[config.mk]
export PLATFORM = sky130hd
export DESIGN_NAME = rsc_ctrl
export DESIGN_NICKNAME = d
export VERILOG_FILES = /design/src/rtl/rsc_pkg.sv /design/src/rtl/rsc_ctrl.sv
export VERILOG_INCLUDE_DIRS = /design/src /design/src/rtl
export SDC_FILE = /design/constraint.sdc
export NUM_CORES = 1
export LEC_CHECK = 0
export BUFFER_PORTS_ARGS = -buffer_cell sky130_fd_sc_hd__buf_2
export CORE_MARGIN = 4
export CORE_UTILIZATION = 30
export CTS_BUF_LIST = sky130_fd_sc_hd__clkbuf_16
export DETAILED_ROUTE_END_ITERATION = 7
export PLACE_DENSITY = 0.54
export SETUP_SLACK_MARGIN = 0.05
export SLEW_MARGIN = 20
export SYNTH_ARGS = -nofsm -noshare
export SYNTH_HDL_FRONTEND = slang
export SYNTH_SLANG_ARGS = --single-unit
export TNS_END_PERCENT = 20
[constraint.sdc]
create_clock -name clock -period 4.83 [get_ports clock]
set_input_delay 1.449 -clock clock [delete_from_list [all_inputs] [get_ports clock]]
set_output_delay 1.449 -clock clock [all_outputs]
set_load 0.03 [all_outputs]
[src/rtl/rsc_cfg.svh]
// Constants of the reset source controller: offsets, fields, codes, timing
`ifndef RSC_CFG_SVH
`define RSC_CFG_SVH

// ----------------------------------------------------------------------
// Register offsets (byte addresses, one word each)
// ----------------------------------------------------------------------
`define RSC_OFS_CAUSE   12'h000
`define RSC_OFS_SYS3    12'h004
`define RSC_OFS_COMMIT  12'h008
`define RSC_OFS_STATE   12'h00C

// ----------------------------------------------------------------------
// Field positions, codes and reset values
// ----------------------------------------------------------------------
`define RSC_BIT_CLR     7
`define RSC_BIT_DIS     0
`define RSC_CODE_CLR    8'h71
`define RSC_CODE_PIN    8'hB2
`define RSC_VECTOR      17'h1FFFE
`define RSC_CAUSE_RST   3'h0

// ----------------------------------------------------------------------
// Timing
// ----------------------------------------------------------------------
`define RSC_CLK_NS      4
`define RSC_PIN_LOW_NS  5000
`define RSC_PIN_LOW_CYC ((`RSC_PIN_LOW_NS + `RSC_CLK_NS - 1) / `RSC_CLK_NS)
`define RSC_WARMUP_CYC  1024
`define RSC_INT_RST_CYC 4'h4

`endif

[src/rtl/rsc_pkg.sv]
// Types of the reset source controller
package rsc_pkg;

    // ------------------------------------------------------------------
    // Sequencer states
    // ------------------------------------------------------------------
    typedef enum logic [1:0] {
        RSC_HELD   = 2'b00,
        RSC_WARMUP = 2'b01,
        RSC_SHADOW = 2'b10,
        RSC_RUN    = 2'b11
    } rsc_state_t;

    // ------------------------------------------------------------------
    // Internal factor events: deadlock, watchdog, voltage detect
    // ------------------------------------------------------------------
    typedef struct packed {
        logic dead;
        logic wdt;
        logic vdet;
    } rsc_cause_t;

    // ------------------------------------------------------------------
    // Whole state of the controller
    // ------------------------------------------------------------------
    typedef struct packed {
        rsc_state_t  state;
        logic [15:0] warm_cnt;
        logic [15:0] pin_cnt;
        logic [3:0]  int_cnt;
        rsc_cause_t  cause;
        logic        clr_req;
        logic        pin_dis;
        logic        pin_port;
        logic        por_q;
        logic        port_q;
        logic [31:0] rdata;
    } rsc_regs_t;

endpackage : rsc_pkg

[src/rtl/rsc_ctrl.sv]
// Reset source combining, warm-up sequencing and cause recording
`timescale 1ns/1ps
`include "rsc_cfg.svh"

module rsc_ctrl #(
    parameter int WARMUP_CYCLES  = `RSC_WARMUP_CYC,
    parameter int PIN_LOW_CYCLES = `RSC_PIN_LOW_CYC
) (
    // Clock and reset
    input  wire logic        clock,
    input  wire logic        rst,
    // APB slave
    input  wire logic [11:0] paddr,
    input  wire logic        psel,
    input  wire logic        penable,
    input  wire logic        pwrite,
    input  wire logic [31:0] pwdata,
    output logic      [31:0] prdata,
    output logic             pready,
    output logic             pslverr,
    // Supply and shared pin
    input  wire logic        supply_good,
    input  wire logic        shared_reset_port_pin,
    // Internal factor sources
    input  wire logic        vdet_reset_req,
    input  wire logic        wdt_overflow,
    input  wire logic        clock_deadlock_flag,
    // Shadow RAM copy handshake
    input  wire logic        shadow_copy_done,
    output logic             shadow_copy_req,
    // Status towards CPU and peripherals
    output logic             por_active,
    output logic             cpu_hold,
    output logic             warmup_active,
    output logic             cpu_run,
    output logic      [16:0] reset_vector,
    output logic             reset_pin_is_port,
    output logic             port_pin_value
);

    // ------------------------------------------------------------------
    // State and decode
    // ------------------------------------------------------------------
    rsc_pkg::rsc_regs_t st_ff;
    rsc_pkg::rsc_regs_t nxt_st;
    logic               wr_acc;
    logic               rd_setup;
    logic               mapped;
    logic               pin_low;
    logic               pin_rst;
    logic               ext_rst;
    logic               int_evt;
    logic               any_rst;
    logic               commit_wr;
    logic               commit_clr;
    logic               commit_pin;
    rsc_pkg::rsc_cause_t events;

    // Address decode shared by read and write paths
    always_comb begin
        mapped = (paddr == `RSC_OFS_CAUSE) || (paddr == `RSC_OFS_SYS3) ||
                 (paddr == `RSC_OFS_COMMIT) || (paddr == `RSC_OFS_STATE);
    end

    // Zero wait states; error only on unmapped access
    // Every register answers from a flop, so no stall is needed
    assign pready   = 1'b1;
    assign pslverr  = psel && penable && !mapped;
    assign wr_acc   = psel && penable && pwrite && mapped;
    assign rd_setup = psel && !penable && !pwrite;

    // Commit register codes; other values are dropped
    assign commit_wr  = wr_acc && (paddr == `RSC_OFS_COMMIT);
    assign commit_clr = commit_wr && (pwdata[7:0] == `RSC_CODE_CLR)
                        && st_ff.clr_req;
    assign commit_pin = commit_wr && (pwdata[7:0] == `RSC_CODE_PIN);

    // ------------------------------------------------------------------
    // Reset sources
    // ------------------------------------------------------------------
    // Pin only counts as reset while it keeps its reset function
    // Restoring the reset function on a low pin arms the filter at once
    assign pin_low = !st_ff.pin_port && !shared_reset_port_pin;
    assign pin_rst = pin_low &&
                     (st_ff.pin_cnt >= 16'(PIN_LOW_CYCLES - 1));
    assign ext_rst = !supply_good || pin_rst;
    assign events  = '{dead: clock_deadlock_flag, wdt: wdt_overflow,
                       vdet: vdet_reset_req};
    assign int_evt = |events;
    assign any_rst = ext_rst || int_evt || (st_ff.int_cnt != 4'h0);

    // ------------------------------------------------------------------
    // Next state
    // ------------------------------------------------------------------
    always_comb begin
        nxt_st        = st_ff;
        nxt_st.por_q  = !supply_good;
        nxt_st.port_q = shared_reset_port_pin;

        // Glitch filter: short low pulses never reach the reset
        if (!pin_low) begin
            nxt_st.pin_cnt = 16'h0000;
        end else if (st_ff.pin_cnt < 16'(PIN_LOW_CYCLES - 1)) begin
            nxt_st.pin_cnt = st_ff.pin_cnt + 16'h0001;
        end

        // Internal reset stretched so it is seen as a real reset
        // A single-cycle pulse could slip past slower reset domains
        if (int_evt) begin
            nxt_st.int_cnt = `RSC_INT_RST_CYC;
        end else if (st_ff.int_cnt != 4'h0) begin
            nxt_st.int_cnt = st_ff.int_cnt - 4'h1;
        end

        // Cause flags: an event in the clearing cycle survives
        if (ext_rst) begin
            nxt_st.cause = `RSC_CAUSE_RST;
        end else if (commit_clr) begin
            nxt_st.cause = events;
        end else begin
            nxt_st.cause = st_ff.cause | events;
        end

        // Clear request drops itself after use
        if (ext_rst || commit_clr) begin
            nxt_st.clr_req = 1'b0;
        end else if (wr_acc && paddr == `RSC_OFS_CAUSE) begin
            nxt_st.clr_req = pwdata[`RSC_BIT_CLR];
        end

        // Staged disable bit and committed pin function
        if (!supply_good) begin
            nxt_st.pin_dis  = 1'b0;
            nxt_st.pin_port = 1'b0;
        end else begin
            if (wr_acc && paddr == `RSC_OFS_SYS3) begin
                nxt_st.pin_dis = pwdata[`RSC_BIT_DIS];
            end
            if (commit_pin) begin
                nxt_st.pin_port = st_ff.pin_dis;
            end
        end

        // Sequencer; any source restarts from the held state
        // HELD lasts one cycle after release so warm-up counts from zero
        if (any_rst) begin
            nxt_st.state    = rsc_pkg::RSC_HELD;
            nxt_st.warm_cnt = 16'h0000;
        end else begin
            case (st_ff.state)
                rsc_pkg::RSC_HELD: begin
                    nxt_st.state    = rsc_pkg::RSC_WARMUP;
                    nxt_st.warm_cnt = 16'h0000;
                end
                rsc_pkg::RSC_WARMUP: begin
                    nxt_st.warm_cnt = st_ff.warm_cnt + 16'h0001;
                    if (st_ff.warm_cnt == 16'(WARMUP_CYCLES - 1)) begin
                        nxt_st.state = rsc_pkg::RSC_SHADOW;
                    end
                end
                rsc_pkg::RSC_SHADOW: begin
                    if (shadow_copy_done) begin
                        nxt_st.state = rsc_pkg::RSC_RUN;
                    end
                end
                rsc_pkg::RSC_RUN: begin
                    nxt_st.state = rsc_pkg::RSC_RUN;
                end
                default: begin
                    nxt_st.state = rsc_pkg::RSC_HELD;
                end
            endcase
        end

        // Read data captured in setup so it stands in the access phase
        // Keeps prdata a flop output with no decode on the output path
        if (rd_setup) begin
            case (paddr)
                `RSC_OFS_CAUSE: begin
                    nxt_st.rdata = {24'h000000, st_ff.clr_req, 4'h0,
                                    st_ff.cause};
                end
                `RSC_OFS_SYS3: begin
                    nxt_st.rdata = {31'h00000000, st_ff.pin_dis};
                end
                `RSC_OFS_STATE: begin
                    nxt_st.rdata = {27'h0000000, st_ff.pin_port,
                                    st_ff.int_cnt != 4'h0, ext_rst,
                                    st_ff.state};
                end
                default: begin
                    nxt_st.rdata = 32'h00000000;
                end
            endcase
        end
    end

    // State register
    always_ff @(posedge clock or posedge rst) begin
        if (rst) begin
            st_ff <= '{state: rsc_pkg::RSC_HELD, por_q: 1'b1,
                       port_q: 1'b1, default: '0};
        end else begin
            st_ff <= nxt_st;
        end
    end

    // ------------------------------------------------------------------
    // Outputs
    // ------------------------------------------------------------------
    assign prdata            = st_ff.rdata;
    assign por_active        = st_ff.por_q;
    assign cpu_hold          = st_ff.state != rsc_pkg::RSC_RUN;
    assign warmup_active     = st_ff.state == rsc_pkg::RSC_WARMUP;
    assign shadow_copy_req   = st_ff.state == rsc_pkg::RSC_SHADOW;
    assign cpu_run           = st_ff.state == rsc_pkg::RSC_RUN;
    assign reset_vector      = `RSC_VECTOR;
    assign reset_pin_is_port = st_ff.pin_port;
    // Port value only meaningful once the pin is a port
    assign port_pin_value    = st_ff.pin_port & st_ff.port_q;
endmodule : rsc_ctrl

==> flow_summary.yaml, run 1 <==
route:
  vias: 2466
  totalWireLength_um: 6620
  vias_per_cell: 4.58
  drtPass1Iterations: 4
  drt_iter0_drc: 95
  wire_per_inst_um: 12.3
  drc: 0
  postRouteAntennaNets: 0
layout:
  fin_area_um2: 3490
  nFillCells: 1082
  layout-drive-gt1-share_pct: 15.9
  fin_util_pct: 33.8
  final_cells: 538
  diodes: 0
  nets: 462
  syn2layout_area_growth_pct: 9.62
clock_network:
  clk_pin_slew_ps: 70
  holdBufCountCts: 0
  tritoncts: "done"
  cts_resized: 0
  post_cts_buffers: 0
  clock_sinks: 52
  cts_root_buffer: "clkbuf_16"
  h-tree-depth: 2
  cts_max_path_buffers: 2
  clk_latency_ps: 290
  cts-buffers-inserted: 5
global_routing:
  grtUsageMet2_pct: 16.9
  grt_pass1_vias: 2313
  overflow: 0
  grtUsageTotal_pct: 10.6
  use_met3_pct: 3.11
  antenna_found_initial: 0
  grt_max_degree: 34
  grt.busiest_layer: "met2"
  grt_pass1_wl_um: 11100
  grtUsageMet1_pct: 14.0
pwr:
  p_switching_uw: 239
  powerDensity_nw_per_um2: 270
  switching_share_pct: 25.3
  power_frac_clock_pct: 41.7
  internal-power_uw: 706
  power_frac_seq_pct: 47.3
  ir_drop_mv: 0.150
  leakage_nw: 1.59
  power_frac_comb_pct: 11.1
  finalPower_uw: 945
yosys:
  synth_seq_cells: 52
  synth_cell_types: 49
  ys.flop_type: "dfrtp_1"
  synth-edff-count: 0
  synthDominantCellAreaShare_pct: 39.3
  synthCells: 367
  async_flop_share_pct: 100
  synth.area.top_cells: "dfrtp_1, buf_4, nor2_1, nand2_1, a21oi_1"
  syn_area_um2: 3190
  syn_area_per_cell_um2: 8.68
  yosysWarnings: 0
  synth_area_leader_cell: "dfrtp_1"
  seq_area_frac_synth_pct: 40.9
floorplanning:
  core-area_um2: 10300
  die_y_um: 111
  start_util_pct: 30.9
  fp.dieW_um: 111
  std_cell_rows: 37
  dieArea_um2: 12300
  io_pins: 113
sta:
  finalClockSkew_ps: 6.63
  setup_ws_ps: 766
  hold_viol: 0
  rsz0062_at_grt: "false"
  slew_headroom_pct: 48.7
  fmax_ghz: 0.246
  drv_slew: 0
  tightest_slew_ps: 765
  whs_ps: 470
  setup_viol: 0
  fin_crit_sh_pct: 84.1
  tns_ps: 0
  period_minus_slack_ps: 4060
place:
  io_buffers: 44
  post-place-ws_ps: 756
  dp.cells: 530
  dp_hpwl_um: 4990
  place_congestion: 0.815
  placedInstanceArea_um2: 3330
setup_path:
  arrival_ps: 2620
  critPathKind: "primary input to output pin"
  r2r_cells: 7
  rr_startpoint: "st_ff[44]$_DFFE_PP0P_"
  regToRegEndpoint: "st_ff[76]$_DFFE_PP0P_"
  reg2reg_setup_slack_ps: 2370
  cp_max_fo: 10
  end_kind: "output pin"
  startpoint_type: "primary input"
  crit_start: "paddr[9]"
  crit_required_ps: 3380
min_path:
  hp-class: "flip-flop to flip-flop"
  holdCritStartpoint: "prdata[0]$_DFFE_PP0P_"
  hold_depth: 2
  hold_end: "prdata[0]$_DFFE_PP0P_"
job:
  cap_violations: 0
run_status:
  status: "completed"
[worst max-delay path by stage]
| stage | to | slack (ps) |
|---|---|---|
| 4_1_cts | pslverr | 750 |
| 6_report | pslverr | 770 |
| 3_5_place_dp | pslverr | 760 |
| 2_1_floorplan | pslverr | 1080 |
| 5_1_grt | pslverr | 690 |
| 3_3_place_gp | pslverr | 770 |
[critical path, stage by stage]
cell	delay (ps)
buf_2	100
nor4_1	270
nand3_1	330
and3_1	300
buf_2	170
[registers in the layout, summed over array words and instances, names as in the netlist]
signal             count
prdata                 6
por_active             1
st_ff                 44
reset_pin_is_port      1
[cell type report]
cell class / count / area (um2) / share of cell area, %
Inverter: 11 / 41.3 / 1.18
Clock buffer: 5 / 125 / 3.58
Sequential cell: 52 / 1300 / 37.3
Clock inverter: 3 / 38.8 / 1.11
Timing Repair Buffer: 45 / 228 / 6.52
Tap cell: 136 / 170 / 4.87
Multi-Input combinational cell: 286 / 1590 / 45.4
[Yosys cell counts (2+ instances only)]
| master | count |
|---|---|
| inv_1 | 9 |
| nor2_1 | 44 |
| conb_1 | 2 |
| xnor2_1 | 10 |
| mux2i_1 | 3 |
| and3_1 | 6 |
| or3b_1 | 3 |
| nor3b_1 | 2 |
| dfrtp_1 | 50 |
| o21ai_1 | 6 |
| nor4b_1 | 2 |
| nor3_1 | 15 |
| nor3b_2 | 2 |
| or3_1 | 6 |
| and2_1 | 7 |
| nand2_1 | 32 |
| nand3_1 | 18 |
| o31ai_1 | 5 |
| o21ai_0 | 6 |
| a21oi_1 | 20 |
| mux2_2 | 2 |
| ha_1 | 6 |
| nand4_1 | 4 |
| nor4_1 | 10 |
| a22oi_1 | 3 |
| dfstp_2 | 2 |
| or4_1 | 2 |
| buf_4 | 50 |
| clkbuf_1 | 10 |
| nor2b_1 | 3 |
| nand2b_1 | 3 |
| a31oi_1 | 6 |
| and4_1 | 2 |
[power groups by stage]
stage	Combinational (mW)	Sequential (mW)	Clock [mW]
after detailed placement	0.105	0.455	0
after floorplan	0.105	0.455	0
after CTS	0.105	0.447	0.408
after global placement	0.104	0.455	0
after global routing	0.115	0.448	0.427
final	0.104	0.447	0.394
[kinds of logic after synthesis]
kind of cell / Yosys count / synth area share [%]
other cells: 2 / 0.236
flops: 52 / 40.9
compound gates: 52 / 9.66
xor+xnor: 10 / 2.75
mux: 6 / 2.00
fa+ha+maj: 6 / 2.36
simple gates: 168 / 27.8
buf+inv: 71 / 14.3
[routing by layer]
layer | vias to the layer above | share of wire, %
met5 | - | 0
met4 | 0 | 1.3
met3 | 7 | 8.1
met2 | 89 | 43
met1 | 1119 | 47
li1 | 1251 | -
[cell usage in the layout, fill, tap and decap left out, types with 7 or more instances in the layout]
master,synthesis,layout
conb_1,2,44
xnor2_1,10,10
buf_2,0,44
nand3_1,18,18
nand2_1,32,32
nor2_1,44,44
a21oi_1,20,20
inv_1,9,9
and2_1,7,7
dfrtp_1,50,50
nor3_1,15,15
nor4_1,10,10
Note: power is estimated with default switching activity, not from simulation.
==> inputs of run 2 (changes only) <==
--- a/config.mk
+++ b/config.mk
@@ -11,7 +11,7 @@
 export CORE_UTILIZATION = 30
 export CTS_BUF_LIST = sky130_fd_sc_hd__clkbuf_16
 export DETAILED_ROUTE_END_ITERATION = 7
-export PLACE_DENSITY = 0.54
+export PLACE_DENSITY = 0.56
 export SETUP_SLACK_MARGIN = 0.05
 export SLEW_MARGIN = 20
 export SYNTH_ARGS = -nofsm -noshare
==> constraint.sdc (replaced) <==
create_clock -name clock -period 3.6 [get_ports clock]
set_input_delay 1.08 -clock clock [delete_from_list [all_inputs] [get_ports clock]]
set_output_delay 1.08 -clock clock [all_outputs]
set_load 0.03 [all_outputs]
==> run 2 against run 1 <==
  * Total power grew 31%
  * Via count grew 1.6%
  * Clock skew grew 3.7 ps
  * Combinational power grew 36%
  * Hold slack gained 2.3 ps
  * Clock power grew 25%
  * Cell area grew 0.11%
  * Clock-buffer cell count is the same
  * Die area is the same
  * Flip-flop and latch count is the same
  * First-iteration DRC count grew 59%
  * Critical path depth is the same
  * Largest cell class unchanged
==> flow_summary.yaml, run 2 (same netlist as run 1, synthesis figures left out) <==
run_status:
  status: "completed"
sta:
  finalClockSkew_ps: 10.3
  hold_viol: 0
  fmax_ghz: 0.330
  period_minus_slack_ps: 3030
  fin_crit_sh_pct: 84.1
  rsz0062_at_grt: "false"
  tns_ps: 0
  setup_viol: 0
  setup_ws_ps: 574
  drv_slew: 0
  tightest_slew_ps: 785
  slew_headroom_pct: 47.3
  whs_ps: 473
route:
  vias: 2506
  totalWireLength_um: 6700
  wire_per_inst_um: 12.4
  drt_iter0_drc: 151
  vias_per_cell: 4.64
  drtPass1Iterations: 4
  drc: 0
  postRouteAntennaNets: 0
place:
  place_congestion: 0.812
  placedInstanceArea_um2: 3340
  post-place-ws_ps: 584
  io_buffers: 44
  dp_hpwl_um: 4910
floorplanning:
  std_cell_rows: 37
  fp.dieW_um: 111
  io_pins: 113
  core-area_um2: 10300
  die_y_um: 111
  dieArea_um2: 12300
  start_util_pct: 30.9
pwr:
  p_switching_uw: 346
  finalPower_mw: 1.23
  ir_drop_mv: 0.202
  switching_share_pct: 28.0
  power_frac_comb_pct: 11.5
  powerDensity_nw_per_um2: 353
  power_frac_seq_pct: 48.5
  leakage_nw: 1.58
  internal-power_uw: 888
  power_frac_clock_pct: 40.0
min_path:
  holdCritStartpoint: "prdata[0]$_DFFE_PP0P_"
  hold_end: "prdata[0]$_DFFE_PP0P_"
  hp-class: "flip-flop to flip-flop"
  hold_depth: 2
setup_path:
  reg2reg_setup_slack_ps: 1110
  startpoint_type: "primary input"
  cp_max_fo: 2
  rr_startpoint: "st_ff[44]$_DFFE_PP0P_"
  critPathBufInv: 2
  path_cells: "buf_2 -> nor4_1 -> nand3_1 -> and3_1 -> buf_2"
  regToRegEndpoint: "st_ff[76]$_DFFE_PP0P_"
  crit_required_ps: 2520
  end_kind: "output pin"
  critPathKind: "primary input to output pin"
  crit_family: "simple AND/OR/NAND/NOR gates"
  critPathMostFrequentCell: "buf_2"
  arrival_ps: 1950
  max_stage_delay_ps: 270
  slowest_stage: "nor4_1"
  r2r_cells: 7
global_routing:
  grt_pass1_wl_um: 11400
  grtUsageTotal_pct: 10.9
  grt_max_degree: 53
  overflow: 0
  antenna_found_initial: 0
  grt_pass1_vias: 2337
layout:
  regArea_um2: 1300
  layout_commonest_cell: "dfrtp_1"
  layout-drive-gt1-share_pct: 16.6
  nets: 464
  syn2layout_area_growth_pct: 9.74
  diodes: 0
  nFillCells: 1083
  top_register: "st_ff"
  fin_area_um2: 3500
  layout_common_cells: "dfrtp_1, nor2_1, conb_1, buf_2, nand2_1"
  largest_register_ffs: 44
  multiInputGateArea_um2: 1590
clock_network:
  tritoncts: "done"
  cts-buffers-inserted: 5
  clk_pin_slew_ps: 80
  clock_sinks: 52
  post_cts_buffers: 0
  cts_resized: 0
  clk_latency_ps: 300
  cts_root_buffer: "clkbuf_16"
  cts_max_path_buffers: 2
  holdBufCountCts: 0
  h-tree-depth: 2
job:
  cap_violations: 0
[run 2: cell count changes in the layout (fill, tap and decap cells not counted), sizes merged]
cell | before | now
bufinv | 1 | 0
buf | 45 | 47
clkinvlp | 0 | 1
[run 2: worst min-delay path, stage by stage (launching register included)]
cell	delay [ps]
dfrtp_1	340
nand2_1	50
o31ai_1	50
[run 2: area by class of cell]
cell class / instances / area share [%]
flip-flops and latches: 52 / 37.3
repair buffers: 47 / 6.94
multi-input cells: 286 / 45.4
inverters: 11 / 1.18
well taps: 136 / 4.87
clock inverters: 3 / 0.787
clock buffers: 5 / 3.58
[run 2: metal layers]
metal  wire length, um  GRT usage, %  vias to the layer above
met5                 0             0                        -
met4                76          2.92                        0
met3               500          3.44                        6
met2              2930          17.0                       81
met1              3190          14.7                     1163
li1                  -             -                     1256
[run 2: worst max-delay path by stage]
stage / from / end / slack, ps / cells past startpoint
after floorplan: paddr[9] / pslverr / 590 / 3
after global placement: paddr[9] / pslverr / 570 / 5
after detailed placement: paddr[5] / pslverr / 580 / 5
after CTS: paddr[5] / pslverr / 570 / 5
after global routing: paddr[9] / pslverr / 470 / 5
final: paddr[9] / pslverr / 570 / 5
[run 2: stage by stage]
step           util [%]  std cells
3_3_place_gp       32.4        532
5_1_grt            33.9        540
4_1_cts            33.9        540
3_5_place_dp       32.4        532
6_report           33.9        540
2_1_floorplan         -        409
[run 2: power groups by stage]
stage / clock (mW) / combinational (mW) / sequential (mW)
floorplan: 0 / 0.141 / 0.610
global placement: 0 / 0.140 / 0.610
detailed placement: 0 / 0.142 / 0.610
CTS: 0.511 / 0.142 / 0.599
global route: 0.533 / 0.156 / 0.600
finish: 0.493 / 0.141 / 0.599
==> inputs of run 3 (changes only) <==
==> constraint.sdc (replaced) <==
create_clock -name clock -period 2.7 [get_ports clock]
set_input_delay 0.81 -clock clock [delete_from_list [all_inputs] [get_ports clock]]
set_output_delay 0.81 -clock clock [all_outputs]
set_load 0.03 [all_outputs]
==> run 3 against run 2 <==
  * Final cell count grew 1.3%
  * Flip-flop and latch count unchanged
  * Utilization up 0.51 points
  * Global-route usage increased by 0.14 points
  * Register-to-register slack worse by 520 ps
  * Critical path type unchanged
  * Cell area is 1.5% higher
  * Total power grew 30%
==> flow_summary.yaml, run 3 (same netlist as run 1, synthesis figures left out) <==
run_status:
  status: "completed"
sta:
  fin_crit_sh_pct: 91.8
  tns_ps: 0
  drv_slew: 0
  finalClockSkew_ps: 3.26
  rsz0062_at_grt: "false"
  fmax_ghz: 0.404
  hold_viol: 0
  slew_headroom_pct: 63.3
  tightest_slew_ps: 550
  setup_viol: 0
  period_minus_slack_ps: 2480
setup_path:
  max_stage_delay_ps: 260
  cp_max_fo: 2
  critPathKind: "primary input to output pin"
  crit_family: "simple AND/OR/NAND/NOR gates"
  reg2reg_setup_slack_ps: 590
  startpoint_type: "primary input"
  arrival_ps: 1670
  critPathMostFrequentCell: "buf_2"
  r2r_cells: 8
  end_kind: "output pin"
  rr_startpoint: "st_ff[44]$_DFFE_PP0P_"
  critPathBufInv: 2
  slowest_stage: "nor4_1"
  regToRegEndpoint: "st_ff[76]$_DFFE_PP0P_"
  critical_path.endpoint: "pslverr"
  crit_required_ps: 1890
  worst-path-stages: 5
  crit_start: "paddr[9]"
  path_cells: "buf_2 -> nor4_1 -> nand3_1 -> and3_1 -> buf_2"
layout:
  layout_commonest_cell: "dfrtp_1"
  nets: 471
  fin_area_um2: 3550
  diodes: 0
  regArea_um2: 1300
  syn2layout_area_growth_pct: 11.4
  multiInputGateArea_um2: 1590
  layout-drive-gt1-share_pct: 17.5
  top_register: "st_ff"
  largest_register_ffs: 44
  nFillCells: 1075
  layout_common_cells: "dfrtp_1, nor2_1, conb_1, buf_2, nand2_1"
clock_network:
  clk_pin_slew_ps: 70
  cts_root_buffer: "clkbuf_16"
  cts-buffers-inserted: 5
  holdBufCountCts: 0
  tritoncts: "done"
  cts_resized: 0
  clock_sinks: 52
  clk_latency_ps: 280
  cts_max_path_buffers: 2
  post_cts_buffers: 0
  h-tree-depth: 2
floorplanning:
  std_cell_rows: 37
  core-area_um2: 10300
  start_util_pct: 30.9
  die_y_um: 111
  fp.dieW_um: 111
  dieArea_um2: 12300
  io_pins: 113
route:
  drc: 0
  drt_iter0_drc: 157
  totalWireLength_um: 6600
  drtPass1Iterations: 4
  postRouteAntennaNets: 0
  vias_per_cell: 4.59
  vias: 2510
  wire_per_inst_um: 12.1
place:
  io_buffers: 44
  dp_hpwl_um: 5040
  placedInstanceArea_um2: 3410
  place_congestion: 0.844
min_path:
  hp-class: "flip-flop to flip-flop"
global_routing:
  antenna_found_initial: 0
  grtUsageTotal_pct: 11.1
  overflow: 0
  grt_max_degree: 28
  grt_pass1_wl_um: 11600
  grt_pass1_vias: 2430
job:
  cap_violations: 0
pwr:
  ir_drop_mv: 0.243
  leakage_nw: 1.62
  powerDensity_nw_per_um2: 450
==> run 3: area by class of cell <==
cell class | instances | area share [%]
clock buffer | 5 | 3.52
clock inverter | 3 | 0.423
sequential | 52 | 36.7
timing repair buffer | 54 | 8.67
multi-input combinational | 286 | 44.7
tap | 136 | 4.79
inverter | 11 | 1.16
==> run 3: worst reg2reg max path: cells and delay by family, from the launching register on <==
kind	cells	cell delay (ps)
AOI/OAI and AO/OA	3	740
and+or+nand+nor	2	370
buffers and inverters	2	280
adders and majority gates	1	130
DFF	1	440
==> run 3: through the flow <==
stage	setup WS (ps)	total power, mW	utilization (%)	hold slack, ps	instances
finish	222	1.60	34.4	472	547
global route	124	1.68	34.4	494	547
CTS	200	1.62	34.4	478	547
detailed placement	153	1.01	33.0	462	539
global placement	150	1.01	33.0	460	539
floorplan	230	1.00	-	450	409
==> run 3: where the power goes <==
part / total (mW) / leakage (nW) / internal, mW / switching, mW
clock: 0.604 / 0.0687 / 0.337 / 0.267
combinational: 0.196 / 0.841 / 0.0468 / 0.149
sequential: 0.799 / 0.707 / 0.790 / 0.00834
==> run 3: routing by layer <==
metal / wire [um] / up-vias / global-route usage [%]
met5: 0 / - / 0
met4: 76 / 0 / 3.16
met3: 518 / 6 / 3.00
met2: 2930 / 86 / 17.2
met1: 3070 / 1155 / 15.2
li1: - / 1263 / -
==> run 3: worst min path at each step <==
stage | cells past startpoint | to | start
floorplan | 2 | prdata[0]$_DFFE_PP0P_ | prdata[0]$_DFFE_PP0P_
global placement | 2 | prdata[7]$_DFFE_PP0P_ | prdata[7]$_DFFE_PP0P_
detailed placement | 2 | prdata[7]$_DFFE_PP0P_ | prdata[7]$_DFFE_PP0P_
CTS | 2 | prdata[7]$_DFFE_PP0P_ | prdata[7]$_DFFE_PP0P_
global route | 2 | prdata[1]$_DFFE_PP0P_ | prdata[1]$_DFFE_PP0P_
finish | 2 | prdata[1]$_DFFE_PP0P_ | prdata[1]$_DFFE_PP0P_
